<file path="src/hw/scsre_pkg.sv">
package scsre_pkg;

    // ****************************************
    // opcode fields
    // ****************************************
    localparam logic [3:0] OP_HI_TO_GPR = 4'h0;
    localparam logic [3:0] OP_HI_PUSH = 4'h4;
    localparam int RN_MSB = 11;
    localparam int RN_LSB = 8;

    // low bytes, register-destination forms
    localparam logic [7:0] LO_GPR_STATUS = 8'h02;
    localparam logic [7:0] LO_GPR_GBASE = 8'h12;
    localparam logic [7:0] LO_GPR_VBASE = 8'h22;
    localparam logic [7:0] LO_GPR_MOD = 8'h52;
    localparam logic [7:0] LO_GPR_RSTART = 8'h62;
    localparam logic [7:0] LO_GPR_REND = 8'h72;
    localparam logic [7:0] LO_GPR_MAC_HIGH = 8'h0a;
    localparam logic [7:0] LO_GPR_MAC_LOW = 8'h1a;
    localparam logic [7:0] LO_GPR_PR = 8'h2a;
    localparam logic [7:0] LO_GPR_DSR = 8'h6a;
    localparam logic [7:0] LO_GPR_A0 = 8'h7a;
    localparam logic [7:0] LO_GPR_X0 = 8'h8a;
    localparam logic [7:0] LO_GPR_X1 = 8'h9a;
    localparam logic [7:0] LO_GPR_Y0 = 8'haa;
    localparam logic [7:0] LO_GPR_Y1 = 8'hba;

    // low bytes, pre-decrement push forms
    localparam logic [7:0] LO_PSH_STATUS = 8'h03;
    localparam logic [7:0] LO_PSH_GBASE = 8'h13;
    localparam logic [7:0] LO_PSH_VBASE = 8'h23;
    localparam logic [7:0] LO_PSH_MOD = 8'h53;
    localparam logic [7:0] LO_PSH_RSTART = 8'h63;
    localparam logic [7:0] LO_PSH_REND = 8'h73;
    localparam logic [7:0] LO_PSH_MAC_HIGH = 8'h02;
    localparam logic [7:0] LO_PSH_MAC_LOW = 8'h12;
    localparam logic [7:0] LO_PSH_PR = 8'h22;
    localparam logic [7:0] LO_PSH_DSR = 8'h62;
    localparam logic [7:0] LO_PSH_A0 = 8'h72;
    localparam logic [7:0] LO_PSH_X0 = 8'h82;
    localparam logic [7:0] LO_PSH_X1 = 8'h92;
    localparam logic [7:0] LO_PSH_Y0 = 8'ha2;
    localparam logic [7:0] LO_PSH_Y1 = 8'hb2;

    // ****************************************
    // arithmetic and reset values
    // ****************************************
    localparam logic [31:0] PUSH_STEP = 32'h0000_0004;
    localparam logic [31:0] PC_STEP = 32'h0000_0002;
    localparam int MAC_HIGH_SIGN_BIT = 9;
    localparam logic [31:0] WORD_RESET = 32'h0000_0000;
    localparam logic [3:0] IDX_RESET = 4'h0;

    typedef enum logic [3:0] {
        SCSRE_SRC_STATUS = 4'h0,
        SCSRE_SRC_GBASE = 4'h1,
        SCSRE_SRC_VBASE = 4'h2,
        SCSRE_SRC_MOD = 4'h3,
        SCSRE_SRC_REND = 4'h4,
        SCSRE_SRC_RSTART = 4'h5,
        SCSRE_SRC_MAC_HIGH = 4'h6,
        SCSRE_SRC_MAC_LOW = 4'h7,
        SCSRE_SRC_PR = 4'h8,
        SCSRE_SRC_DSR = 4'h9,
        SCSRE_SRC_A0 = 4'ha,
        SCSRE_SRC_X0 = 4'hb,
        SCSRE_SRC_X1 = 4'hc,
        SCSRE_SRC_Y0 = 4'hd,
        SCSRE_SRC_Y1 = 4'he
    } scsre_src_t;

    typedef enum logic [1:0] {
        SCSRE_ST_IDLE = 2'b01,
        SCSRE_ST_HOLD = 2'b10
    } scsre_state_t;

endpackage

</file>
<file path="src/hw/scsre_dec_if.sv">
`timescale 1ns/1ps
interface scsre_dec_if;
    import scsre_pkg::*;
    logic [15:0] opcode;
    logic dsp_en;
    logic hit;
    logic push;
    logic two_cyc;
    scsre_src_t src;
    logic [3:0] rn;
    modport dec (input opcode, input dsp_en, output hit, output push, output two_cyc,
        output src, output rn);
    modport exe (output opcode, output dsp_en, input hit, input push, input two_cyc,
        input src, input rn);
endinterface

</file>
<file path="src/hw/scsre_store_exec.sv">
`timescale 1ns/1ps
// Notes on behaviour
// - store to gpr copies status, global base or vector base in one cycle.
// - modulo, repeat end, repeat start to gpr exist only with dsp enabled.
// - status push takes two cycles, decrements by four, writes longword.
// - global and vector base pushes take two cycles, longword after decrement.
// - dsp-only control pushes take two cycles; repeat start pushes repeat start.
// - every push writes back address minus four; an aligned one also writes there in the same cycle.
// - mac high, mac low, procedure return go to gpr in one cycle.
// - dsp registers go to gpr in one cycle, dsp variant only.
// - mac and procedure return pushes take one cycle, longword after decrement.
// - dsp register pushes; accumulator opcode collision resolved before decode.
// - interrupts blocked until the following instruction has executed.
// - interrupt block never hides an address error on a push.
// - narrow variant sign-extends mac high bit 9 into bits 31 to 10.
// - later variants store all 32 mac high bits unchanged.
// - completion advances program counter by two.
module scsre_store_exec
    import scsre_pkg::*;
(
    input wire logic clk,
    input wire logic rst,
    input wire logic issue_valid,
    output logic issue_ready,
    input wire logic [15:0] opcode,
    input wire logic [31:0] pc,
    input wire logic dsp_en,
    input wire logic mac_narrow,
    input wire logic [31:0] status_reg,
    input wire logic [31:0] global_base_reg,
    input wire logic [31:0] vector_base_reg,
    input wire logic [31:0] modulo_addr_reg,
    input wire logic [31:0] repeat_end_reg,
    input wire logic [31:0] repeat_start_reg,
    input wire logic [31:0] mac_high,
    input wire logic [31:0] mac_low,
    input wire logic [31:0] procedure_return_reg,
    input wire logic [31:0] dsp_status_reg,
    input wire logic [31:0] dsp_accum_zero,
    input wire logic [31:0] dsp_x0,
    input wire logic [31:0] dsp_x1,
    input wire logic [31:0] dsp_y0,
    input wire logic [31:0] dsp_y1,
    output logic [3:0] gpr_rd_idx,
    input wire logic [31:0] gpr_rd_data,
    output logic gpr_we,
    output logic [3:0] gpr_wr_idx,
    output logic [31:0] gpr_wr_data,
    output logic mem_we,
    output logic [31:0] mem_addr,
    output logic [31:0] mem_data,
    output logic addr_error,
    output logic unknown_op,
    output logic done,
    output logic [31:0] pc_next,
    input wire logic other_retire,
    output logic int_block
);

    // ****************************************
    // decode
    // ****************************************
    scsre_dec_if dif ();
    scsre_state_t state;
    scsre_state_t next_state;

    // opcode and variant straight onto the carrier
    assign dif.opcode = opcode;
    assign dif.dsp_en = dsp_en;

    // decoder is pure logic; the carrier keeps its fields together
    scsre_decoder u_dec (
        .dif(dif)
    );

    // mac high as stored; the narrow core only keeps ten live bits
    // the narrow result keeps its sign for register and memory stores alike
    function automatic logic [31:0] mac_high_view(input logic [31:0] v, input logic narrow);
        if (narrow) begin
            mac_high_view = {{22{v[MAC_HIGH_SIGN_BIT]}}, v[MAC_HIGH_SIGN_BIT:0]};
        end else begin
            mac_high_view = v;
        end
    endfunction

    // ****************************************
    // source select and address
    // ****************************************
    logic [31:0] src_val;

    // sources are only read here, nothing writes them back; no flag output exists
    always_comb begin
        case (dif.src)
            SCSRE_SRC_STATUS: src_val = status_reg;
            SCSRE_SRC_GBASE: src_val = global_base_reg;
            SCSRE_SRC_VBASE: src_val = vector_base_reg;
            SCSRE_SRC_MOD: src_val = modulo_addr_reg;
            SCSRE_SRC_REND: src_val = repeat_end_reg;
            SCSRE_SRC_RSTART: src_val = repeat_start_reg;
            SCSRE_SRC_MAC_HIGH: src_val = mac_high_view(mac_high, mac_narrow);
            SCSRE_SRC_MAC_LOW: src_val = mac_low;
            SCSRE_SRC_PR: src_val = procedure_return_reg;
            SCSRE_SRC_DSR: src_val = dsp_status_reg;
            SCSRE_SRC_A0: src_val = dsp_accum_zero;
            SCSRE_SRC_X0: src_val = dsp_x0;
            SCSRE_SRC_X1: src_val = dsp_x1;
            SCSRE_SRC_Y0: src_val = dsp_y0;
            SCSRE_SRC_Y1: src_val = dsp_y1;
            default: src_val = WORD_RESET;
        endcase
    end

    // take qualifiers; an unknown word is taken but does no work
    wire is_idle = (state == SCSRE_ST_IDLE);
    wire is_hold = (state == SCSRE_ST_HOLD);
    wire take = issue_valid & is_idle;
    wire good = take & dif.hit;
    wire finish_now = good & ~dif.two_cyc;
    wire next_done = finish_now | is_hold;

    // ****************************************
    // push address and alignment
    // ****************************************
    // only longword alignment is judged; no other illegal range is decoded here
    wire [31:0] push_addr = gpr_rd_data - PUSH_STEP;
    wire misaligned = (push_addr[1:0] != 2'b00);
    wire push_take = good & dif.push;
    wire mem_go = push_take & ~misaligned;
    wire err_go = push_take & misaligned;
    // a push writes back the reduced address, a plain store its source
    wire [31:0] gpr_value = dif.push ? push_addr : src_val;

    // ready is combinational so the pipeline sees the bubble at once
    assign issue_ready = is_idle;
    assign gpr_rd_idx = dif.rn;

    // ****************************************
    // sequencing: control pushes hold one extra cycle
    // ****************************************
    // one-hot pair; hold never lasts more than one cycle
    always_comb begin
        case (state)
            SCSRE_ST_IDLE: next_state = (good & dif.two_cyc) ? SCSRE_ST_HOLD : SCSRE_ST_IDLE;
            SCSRE_ST_HOLD: next_state = SCSRE_ST_IDLE;
            default: next_state = SCSRE_ST_IDLE;
        endcase
    end

    // reset lands in idle, so an offer may come at the first edge after
    always_ff @(posedge clk) begin
        if (rst) begin
            state <= SCSRE_ST_IDLE;
        end else begin
            state <= next_state;
        end
    end

    // ****************************************
    // register and memory writes
    // ****************************************
    // index and data hold until the next decoded word
    always_ff @(posedge clk) begin
        if (rst) begin
            gpr_we <= 1'b0;
            gpr_wr_idx <= IDX_RESET;
            gpr_wr_data <= WORD_RESET;
        end else begin
            gpr_we <= good;
            if (good) begin
                gpr_wr_idx <= dif.rn;
                gpr_wr_data <= gpr_value;
            end
        end
    end

    // a misaligned push still flags its error, the write itself is dropped
    always_ff @(posedge clk) begin
        if (rst) begin
            mem_we <= 1'b0;
            mem_addr <= WORD_RESET;
            mem_data <= WORD_RESET;
            addr_error <= 1'b0;
        end else begin
            mem_we <= mem_go;
            addr_error <= err_go;
            if (push_take) begin
                mem_addr <= push_addr;
                mem_data <= src_val;
            end
        end
    end

    // ****************************************
    // completion, pc and interrupt block
    // ****************************************
    // pc_next only moves on a decoded word; refused words leave it alone
    always_ff @(posedge clk) begin
        if (rst) begin
            done <= 1'b0;
            unknown_op <= 1'b0;
            pc_next <= WORD_RESET;
        end else begin
            done <= next_done;
            unknown_op <= take & ~dif.hit;
            if (good) begin
                pc_next <= pc + PC_STEP;
            end
        end
    end

    // set on our own completion wins over the retire that would clear it
    // a retire in the cycle of our own completion is therefore ignored
    always_ff @(posedge clk) begin
        if (rst) begin
            int_block <= 1'b0;
        end else begin
            int_block <= next_done | (int_block & ~other_retire);
        end
    end

endmodule

</file>
<file path="src/hw/scsre_decoder.sv">
`timescale 1ns/1ps
module scsre_decoder
    import scsre_pkg::*;
(
    scsre_dec_if.dec dif
);

    // ****************************************
    // opcode split
    // ****************************************
    wire [3:0] op_hi = dif.opcode[15:12];
    wire [7:0] op_lo = dif.opcode[7:0];
    logic known;
    logic dsp_only;
    logic ctrl_push;
    scsre_src_t src_sel;

    // table lookup; the dsp forms vanish when the variant lacks them
    always_comb begin
        known = 1'b1;
        dsp_only = 1'b0;
        ctrl_push = 1'b0;
        src_sel = SCSRE_SRC_STATUS;
        if (op_hi == OP_HI_TO_GPR) begin
            case (op_lo)
                LO_GPR_STATUS: src_sel = SCSRE_SRC_STATUS;
                LO_GPR_GBASE: src_sel = SCSRE_SRC_GBASE;
                LO_GPR_VBASE: src_sel = SCSRE_SRC_VBASE;
                LO_GPR_MOD: begin
                    src_sel = SCSRE_SRC_MOD;
                    dsp_only = 1'b1;
                end
                LO_GPR_REND: begin
                    src_sel = SCSRE_SRC_REND;
                    dsp_only = 1'b1;
                end
                LO_GPR_RSTART: begin
                    src_sel = SCSRE_SRC_RSTART;
                    dsp_only = 1'b1;
                end
                LO_GPR_MAC_HIGH: src_sel = SCSRE_SRC_MAC_HIGH;
                LO_GPR_MAC_LOW: src_sel = SCSRE_SRC_MAC_LOW;
                LO_GPR_PR: src_sel = SCSRE_SRC_PR;
                LO_GPR_DSR: begin
                    src_sel = SCSRE_SRC_DSR;
                    dsp_only = 1'b1;
                end
                LO_GPR_A0: begin
                    src_sel = SCSRE_SRC_A0;
                    dsp_only = 1'b1;
                end
                LO_GPR_X0: begin
                    src_sel = SCSRE_SRC_X0;
                    dsp_only = 1'b1;
                end
                LO_GPR_X1: begin
                    src_sel = SCSRE_SRC_X1;
                    dsp_only = 1'b1;
                end
                LO_GPR_Y0: begin
                    src_sel = SCSRE_SRC_Y0;
                    dsp_only = 1'b1;
                end
                LO_GPR_Y1: begin
                    src_sel = SCSRE_SRC_Y1;
                    dsp_only = 1'b1;
                end
                default: known = 1'b0;
            endcase
        end else if (op_hi == OP_HI_PUSH) begin
            case (op_lo)
                LO_PSH_STATUS: begin
                    src_sel = SCSRE_SRC_STATUS;
                    ctrl_push = 1'b1;
                end
                LO_PSH_GBASE: begin
                    src_sel = SCSRE_SRC_GBASE;
                    ctrl_push = 1'b1;
                end
                LO_PSH_VBASE: begin
                    src_sel = SCSRE_SRC_VBASE;
                    ctrl_push = 1'b1;
                end
                LO_PSH_MOD: begin
                    src_sel = SCSRE_SRC_MOD;
                    ctrl_push = 1'b1;
                    dsp_only = 1'b1;
                end
                LO_PSH_REND: begin
                    src_sel = SCSRE_SRC_REND;
                    ctrl_push = 1'b1;
                    dsp_only = 1'b1;
                end
                LO_PSH_RSTART: begin
                    src_sel = SCSRE_SRC_RSTART;
                    ctrl_push = 1'b1;
                    dsp_only = 1'b1;
                end
                LO_PSH_MAC_HIGH: src_sel = SCSRE_SRC_MAC_HIGH;
                LO_PSH_MAC_LOW: src_sel = SCSRE_SRC_MAC_LOW;
                LO_PSH_PR: src_sel = SCSRE_SRC_PR;
                // accumulator push decoded at 0x72; the printed code aliases dsp status
                LO_PSH_DSR: begin
                    src_sel = SCSRE_SRC_DSR;
                    dsp_only = 1'b1;
                end
                LO_PSH_A0: begin
                    src_sel = SCSRE_SRC_A0;
                    dsp_only = 1'b1;
                end
                LO_PSH_X0: begin
                    src_sel = SCSRE_SRC_X0;
                    dsp_only = 1'b1;
                end
                LO_PSH_X1: begin
                    src_sel = SCSRE_SRC_X1;
                    dsp_only = 1'b1;
                end
                LO_PSH_Y0: begin
                    src_sel = SCSRE_SRC_Y0;
                    dsp_only = 1'b1;
                end
                LO_PSH_Y1: begin
                    src_sel = SCSRE_SRC_Y1;
                    dsp_only = 1'b1;
                end
                default: known = 1'b0;
            endcase
        end else begin
            known = 1'b0;
        end
    end

    // results onto the carrier
    assign dif.hit = known & (~dsp_only | dif.dsp_en);
    assign dif.push = (op_hi == OP_HI_PUSH);
    assign dif.two_cyc = ctrl_push;
    assign dif.src = src_sel;
    assign dif.rn = dif.opcode[RN_MSB:RN_LSB];

endmodule

</file>
<file path="config.mk">
export PLATFORM = sky130hd
export DESIGN_NAME = scsre_store_exec
export DESIGN_NICKNAME = d
export VERILOG_FILES = /design/src/hw/scsre_pkg.sv /design/src/hw/scsre_dec_if.sv /design/src/hw/scsre_store_exec.sv /design/src/hw/scsre_decoder.sv
export SDC_FILE = /design/constraint.sdc
export NUM_CORES = 1
export LEC_CHECK = 0
export BUFFER_PORTS_ARGS = -buffer_cell sky130_fd_sc_hd__buf_2
export CELL_PAD_IN_SITES_DETAIL_PLACEMENT = 2
export CELL_PAD_IN_SITES_GLOBAL_PLACEMENT = 2
export CORE_AREA = 2 2 273 275
export CTS_CLUSTER_SIZE = 24
export DETAILED_ROUTE_END_ITERATION = 8
export DIE_AREA = 0 0 275 277
export HOLD_SLACK_MARGIN = 0.02
export PLACE_DENSITY_LB_ADDON = 0.1
export REMOVE_ABC_BUFFERS = 1
export SLEW_MARGIN = 20
export SYNTH_ARGS = -nofsm -noshare
export SYNTH_HDL_FRONTEND = slang
export SYNTH_SLANG_ARGS = --single-unit
</file>
<file path="constraint.sdc">
create_clock -name clk -period 5.9 [get_ports clk]
set_input_delay 0.885 -clock clk [delete_from_list [all_inputs] [get_ports clk]]
set_output_delay 0.885 -clock clk [all_outputs]
set_load 0.1 [all_outputs]
</file>
Word-level counts from Yosys, hierarchy flattened
Cells that the tools add are included.

Multiplexer cells: 19. Reductions and logical operators: 9. Equal/unequal tests: 42. Add/sub/neg operators: 2. Multiply operators: 0. Bitwise operators: 19. Divide/modulo/power cells: 0. Order comparisons: 0. Shift-type cells: 0.

Operators with widths (number): $pmux 32 s15 (1); $pmux 4 s14 (2); $eq 8x7->1 const B (8); $eq 8x8->1 const B (8); $mux 32 (2); $add 32x2->32 const B (1); $sub 32x3->32 const B (1); $reduce_or 15->1 (2); $eq 4x4->1 const B (7); $eq 8x5->1 const B (3); $eq 8x6->1 const B (3); $eq 4x3->1 const B (5); $reduce_or 9->1 (2); $eq 8x2->1 const B (2); $mux 1 (11); $and 1x1->1 (10); $eq 4x2->1 const B (2); $eq 8x4->1 const B (1); $logic_not 4->1 (2); $mux 4 (2); $not 1->1 (6); $reduce_or 6->1 (1); $eq 4x1->1 const B (1); $or 1x1->1 (3); 5 further kinds (5).

Memories kept: 0. RAM bits: 0. Register bits: 140. ROM bits: 0. Latch bits: 0.

Depth between registers and ports, before layout
Depth after elaboration: 12. Mapped depth: 15.

Cells and area by module
Synthesis repeated with hierarchy kept, for this count alone.

Cells, all modules: 1432. Area total of the unflattened synthesis: 11229.5 µm².

By module, submodules not included: scsre_store_exec (area an instance 10666.5 µm², cells each 1345, seq. area each 2802.7 µm², instances 1); scsre_decoder (area an instance 563.0 µm², cells each 87, seq. area each 0.0 µm², instances 1).

Worst setup path after synthesis
Ideal clock, no wire load.

Path type: in2reg. From: input port opcode[0]. To: register gpr_wr_data[16]. Cell stages on the path: 12. Data arrival time: 3.454 ns. Slack: 2.313 ns. Data required time: 5.768 ns. Cell sequence: buf_6 -> or3b_4 -> nor4_4 -> a21boi_4 -> a22oi_2 -> buf_6 -> mux2_4 -> a222oi_1 -> o21ai_1 -> a2111oi_2 -> a311o_1 -> a21oi_1.

Word-level cells in the longest chain between the ends: 9.

RTL lines: from (decl) (line scsre_store_exec.sv:25) `input wire logic [15:0] opcode,`; parallel branches: the longest is 9 deep, another holds $pmux 32 s15; to (signal assigned) (line scsre_store_exec.sv:171) `gpr_wr_data <= gpr_value;`; to (decl) (line scsre_store_exec.sv:48) `output logic [31:0] gpr_wr_data,`.

Parallel ways; which one is timed is not known. A chain may end at the register's enable or synchronous reset.

Final worst setup path
From: input port opcode[13]. To: register gpr_wr_data[2].

Word-level cells in the longest chain between the ends: 7.

RTL lines: parallel branches: the longest is 7 deep, another holds $pmux 32 s15.

Parallel ways; which one is timed is not known.

==> flow_metrics.py <==
metrics = {
    "status": {
        "status": "completed",
    },
    "floorplanning": {
        "die_x_um": 275,
        "core_area_um2": 73600,
        "fp-row-count": 100,
        "die_h_um": 277,
        "io_pins": 709,
        "start_util": 0.150,
        "die_area_um2": 76200,
    },
    "clock_network": {
        "clkTransAtPathRegs_ns": 0.06,
        "clockRootBuffer": "clkbuf_16",
        "clock_latency_ns": 0.44,
        "cts_resized": 0,
        "htreeDepth": 4,
        "post-cts-setup-buffer-count": 0,
        "clock_sinks": 140,
        "ctsHoldBuffers": 0,
        "clockBufferDepth": 2,
        "tritoncts": "done",
        "cts_buffers": 17,
    },
    "worst_setup_path": {
        "path_delay_family": "simple AND/OR/NAND/NOR gates",
        "critPathCaptureType": "flip-flop",
        "crit_arrival_ns": 4.95,
        "startpoint": "opcode[13]",
        "path_cells": "buf_2 > or3_1 > nor4_4 > a21boi_4 > a22oi_2 > buf_12 > buf_4 > nand2_1 > a21oi_1 > o21ai_0 > nor4b_2 > a211o_1 > a21oi_1",
        "slowest_stage": "nor4b_2",
        "rr_startpoint": "state[0]",
        "required_ns": 6.20,
        "critPathBufInv": 3,
        "critPathLaunchType": "input port",
        "crit_top_cell": "a21oi_1",
        "crit_fanout": 44,
        "cp_slowest_stage_delay_ns": 0.70,
        "critical_path_class": "in -> reg",
    },
    "placement": {
        "portBuffers": 708,
        "dp_hpwl_um": 85400,
        "placedCellCount": 3124,
        "placed_area_um2": 15800,
        "gp_congestion": 0.891,
    },
    "finish": {
        "drive_gt1_frac": 0.392,
        "finalNetCount": 2742,
        "fin_cells": 3167,
        "syn2layout_area_growth_pct": 48.6,
        "n_fill_cell": 8772,
        "postLayoutCoreUtil": 0.223,
        "final_cell_area_um2": 16400,
    },
    "grt": {
        "grt_pass1_vias": 17000,
        "grt_overflow": 0,
        "grt_pass1_wl_um": 140000,
        "grt_usage": 0.264,
        "grt_max_degree": 67,
        "antenna_found_initial": 25,
    },
    "detailed_routing": {
        "routed_wl_um": 104000,
        "avgViaCountPerCell": 4.93,
        "drc": 0,
        "drt_first_pass_iters": 5,
        "wire_per_inst_um": 32.7,
        "drt.antenna.violating_nets": 0,
        "drtIter0Drc": 1009,
        "vias": 15600,
    },
    "power": {
        "seqPwrFrac": 0.371,
        "p_leak_nw": 7.31,
        "ir_drop_mv": 0.169,
        "power_density_nw_per_um2": 156,
        "combPwrFrac": 0.209,
        "clockPowerShare": 0.419,
        "switching_share": 0.308,
        "p_int_mw": 1.77,
        "power_mw": 2.55,
        "p_switching_uw": 787,
    },
    "sta": {
        "fmax_ghz": 0.215,
        "tightestPinTransition_ns": 0.998,
        "skew_ns": 0.00960,
        "period_needed_ns": 4.65,
        "grt_setup_unrepaired": "false",
        "drv_slew": 0,
        "finalCritPeriodShare": 0.788,
        "setup_viol": 0,
        "slew_headroom": 0.329,
        "hold_violations": 0,
    },
    "synth": {
        "yosysUniqueCellTypes": 90,
        "async_reset_ff_frac": 0,
        "syn_inst": 1510,
        "yosysWarnings": 0,
        "synth-edff-count": 0,
        "synth-seq-cells": 140,
        "syn_avg_cell_area_um2": 7.30,
        "syn_area_um2": 11000,
        "yosysSeqAreaShare": 0.254,
        "ys.flop_type": "dfxtp_1",
    },
    "run": {
        "drv_cap": 0,
    },
    "min_path": {
        "hold_path_class": "reg -> reg",
        "hp-start": "mem_addr[7]",
    },
}
state kept, by name (all words and copies together), names as in the netlist:
signal / flops
done: 1
pc_next: 32
gpr_wr_idx: 4
gpr_we: 1
state: 2
unknown_op: 1
mem_addr: 32
mem_we: 1
addr_error: 1
mem_data: 32
int_block: 1
gpr_wr_data: 32
layout by cell type, fill, tap and decap left out, types with 6 or more instances in the layout:
master     synthesis  final
a2111oi_0          7      7
a211oi_1          65     63
a21o_1            11     10
a21oi_1          136    136
a221o_1            9      9
a221oi_1          11     11
a222oi_1           7      7
a22o_1            23     23
a22oi_1           41     41
a311oi_1           6      6
a31oi_1           12     12
a32o_1             7      7
a32oi_1            8      8
and3_1            24     24
buf_2             32    707
buf_4             15     61
clkbuf_16          0     17
dfxtp_1          140    140
diode_2            0     13
inv_1              9      9
mux2_2             6      6
mux2i_1           56     56
nand2_1          231    229
nand2b_1           9      9
nand3_1           52     52
nand4_1           13     13
nor2_1           163    155
nor2_2             4      8
nor3_1            54     53
nor4_1             7      7
o211ai_1          14     14
o21ai_0           58     58
o21ai_1            6      6
o221ai_1           7      7
o22ai_1           12     12
o2bb2ai_1         21     21
or4_1              6      6
xnor2_1           22     22
xor2_1            32     32
cells in the mapped netlist, types with 22 or more instances:
library cell | n | share of area
a211oi_1 | 65 | 0.044
a21oi_1 | 136 | 0.062
a22o_1 | 23 | 0.018
a22oi_1 | 41 | 0.028
and3_1 | 24 | 0.014
buf_2 | 32 | 0.015
clkbuf_1 | 62 | 0.021
dfxtp_1 | 140 | 0.25
mux2i_1 | 56 | 0.051
nand2_1 | 231 | 0.079
nand3_1 | 52 | 0.024
nor2_1 | 163 | 0.056
nor3_1 | 54 | 0.025
o21ai_0 | 58 | 0.026
xnor2_1 | 22 | 0.017
xor2_1 | 32 | 0.025
power groups by stage:
stage	combinational [mW]	clock (mW)	sequential [mW]
2_1_floorplan	0.128	0	0.986
3_3_place_gp	0.538	0	0.970
3_5_place_dp	0.535	0	0.970
4_1_cts	0.537	1.12	0.948
5_1_grt	0.567	1.16	0.948
6_report	0.535	1.07	0.948
cells by family after synthesis:
| group | synth area share |
|---|---|
| flip-flops | 0.254 |
| XOR/XNOR | 0.0429 |
| adder cells (fa/ha/maj) | 0.00227 |
| buffers and inverters | 0.0612 |
| AO/OA/AOI/OAI | 0.325 |
| multiplexers | 0.0594 |
| AND/OR/NAND/NOR | 0.255 |
worst reg2reg max path, delay by kind of cell, from the launching register on:
kind,cells,cell delay (ns)
compound gates,2,0.92
buf+inv,1,0.33
flops,1,0.32
simple gates,4,1.00
worst paths after layout:
| check | endpoint | slack, ns | cells past startpoint |
|---|---|---|---|
| hold reg to reg | mem_addr[7] | 0.45 | 2 |
| setup reg to reg | gpr_wr_data[17] | 3.19 | 7 |
| hold / removal | mem_addr[7] | 0.45 | 2 |
| setup / recovery | gpr_wr_data[2] | 1.25 | 13 |
routing by layer:
layer	routed length, um	GRT usage	vias up	part of all wire
met2	51700	0.469	591	0.50
met3	5830	0.0514	85	0.056
li1	-	-	6977	-
met5	43	0	-	0.00042
met1	44300	0.330	7941	0.43
met4	1700	0.0477	8	0.016
through the flow:
step | hold WS (ns) | worst slack [ns] | TNS (ns)
floorplan | 0.479 | -1.43 | -35.30
global placement | 0.437 | 0.819 | 0
detailed placement | 0.443 | 0.799 | 0
CTS | 0.453 | 1.27 | 0
global route | 0.462 | 1.11 | 0
finish | 0.449 | 1.25 | 0
area by class of cell:
type                            count  area (um2)  area share
Antenna cell                       13        32.5     0.00199
Tap cell                          969        1210      0.0741
Inverter                            9        33.8     0.00206
Clock buffer                       20         467      0.0285
Timing Repair Buffer              772        4080       0.249
Sequential cell                   140        2800       0.171
Clock inverter                     10        93.8     0.00573
Multi-Input combinational cell   1234        7650       0.467
No activity file was read; power rests on OpenSTA's default activity.
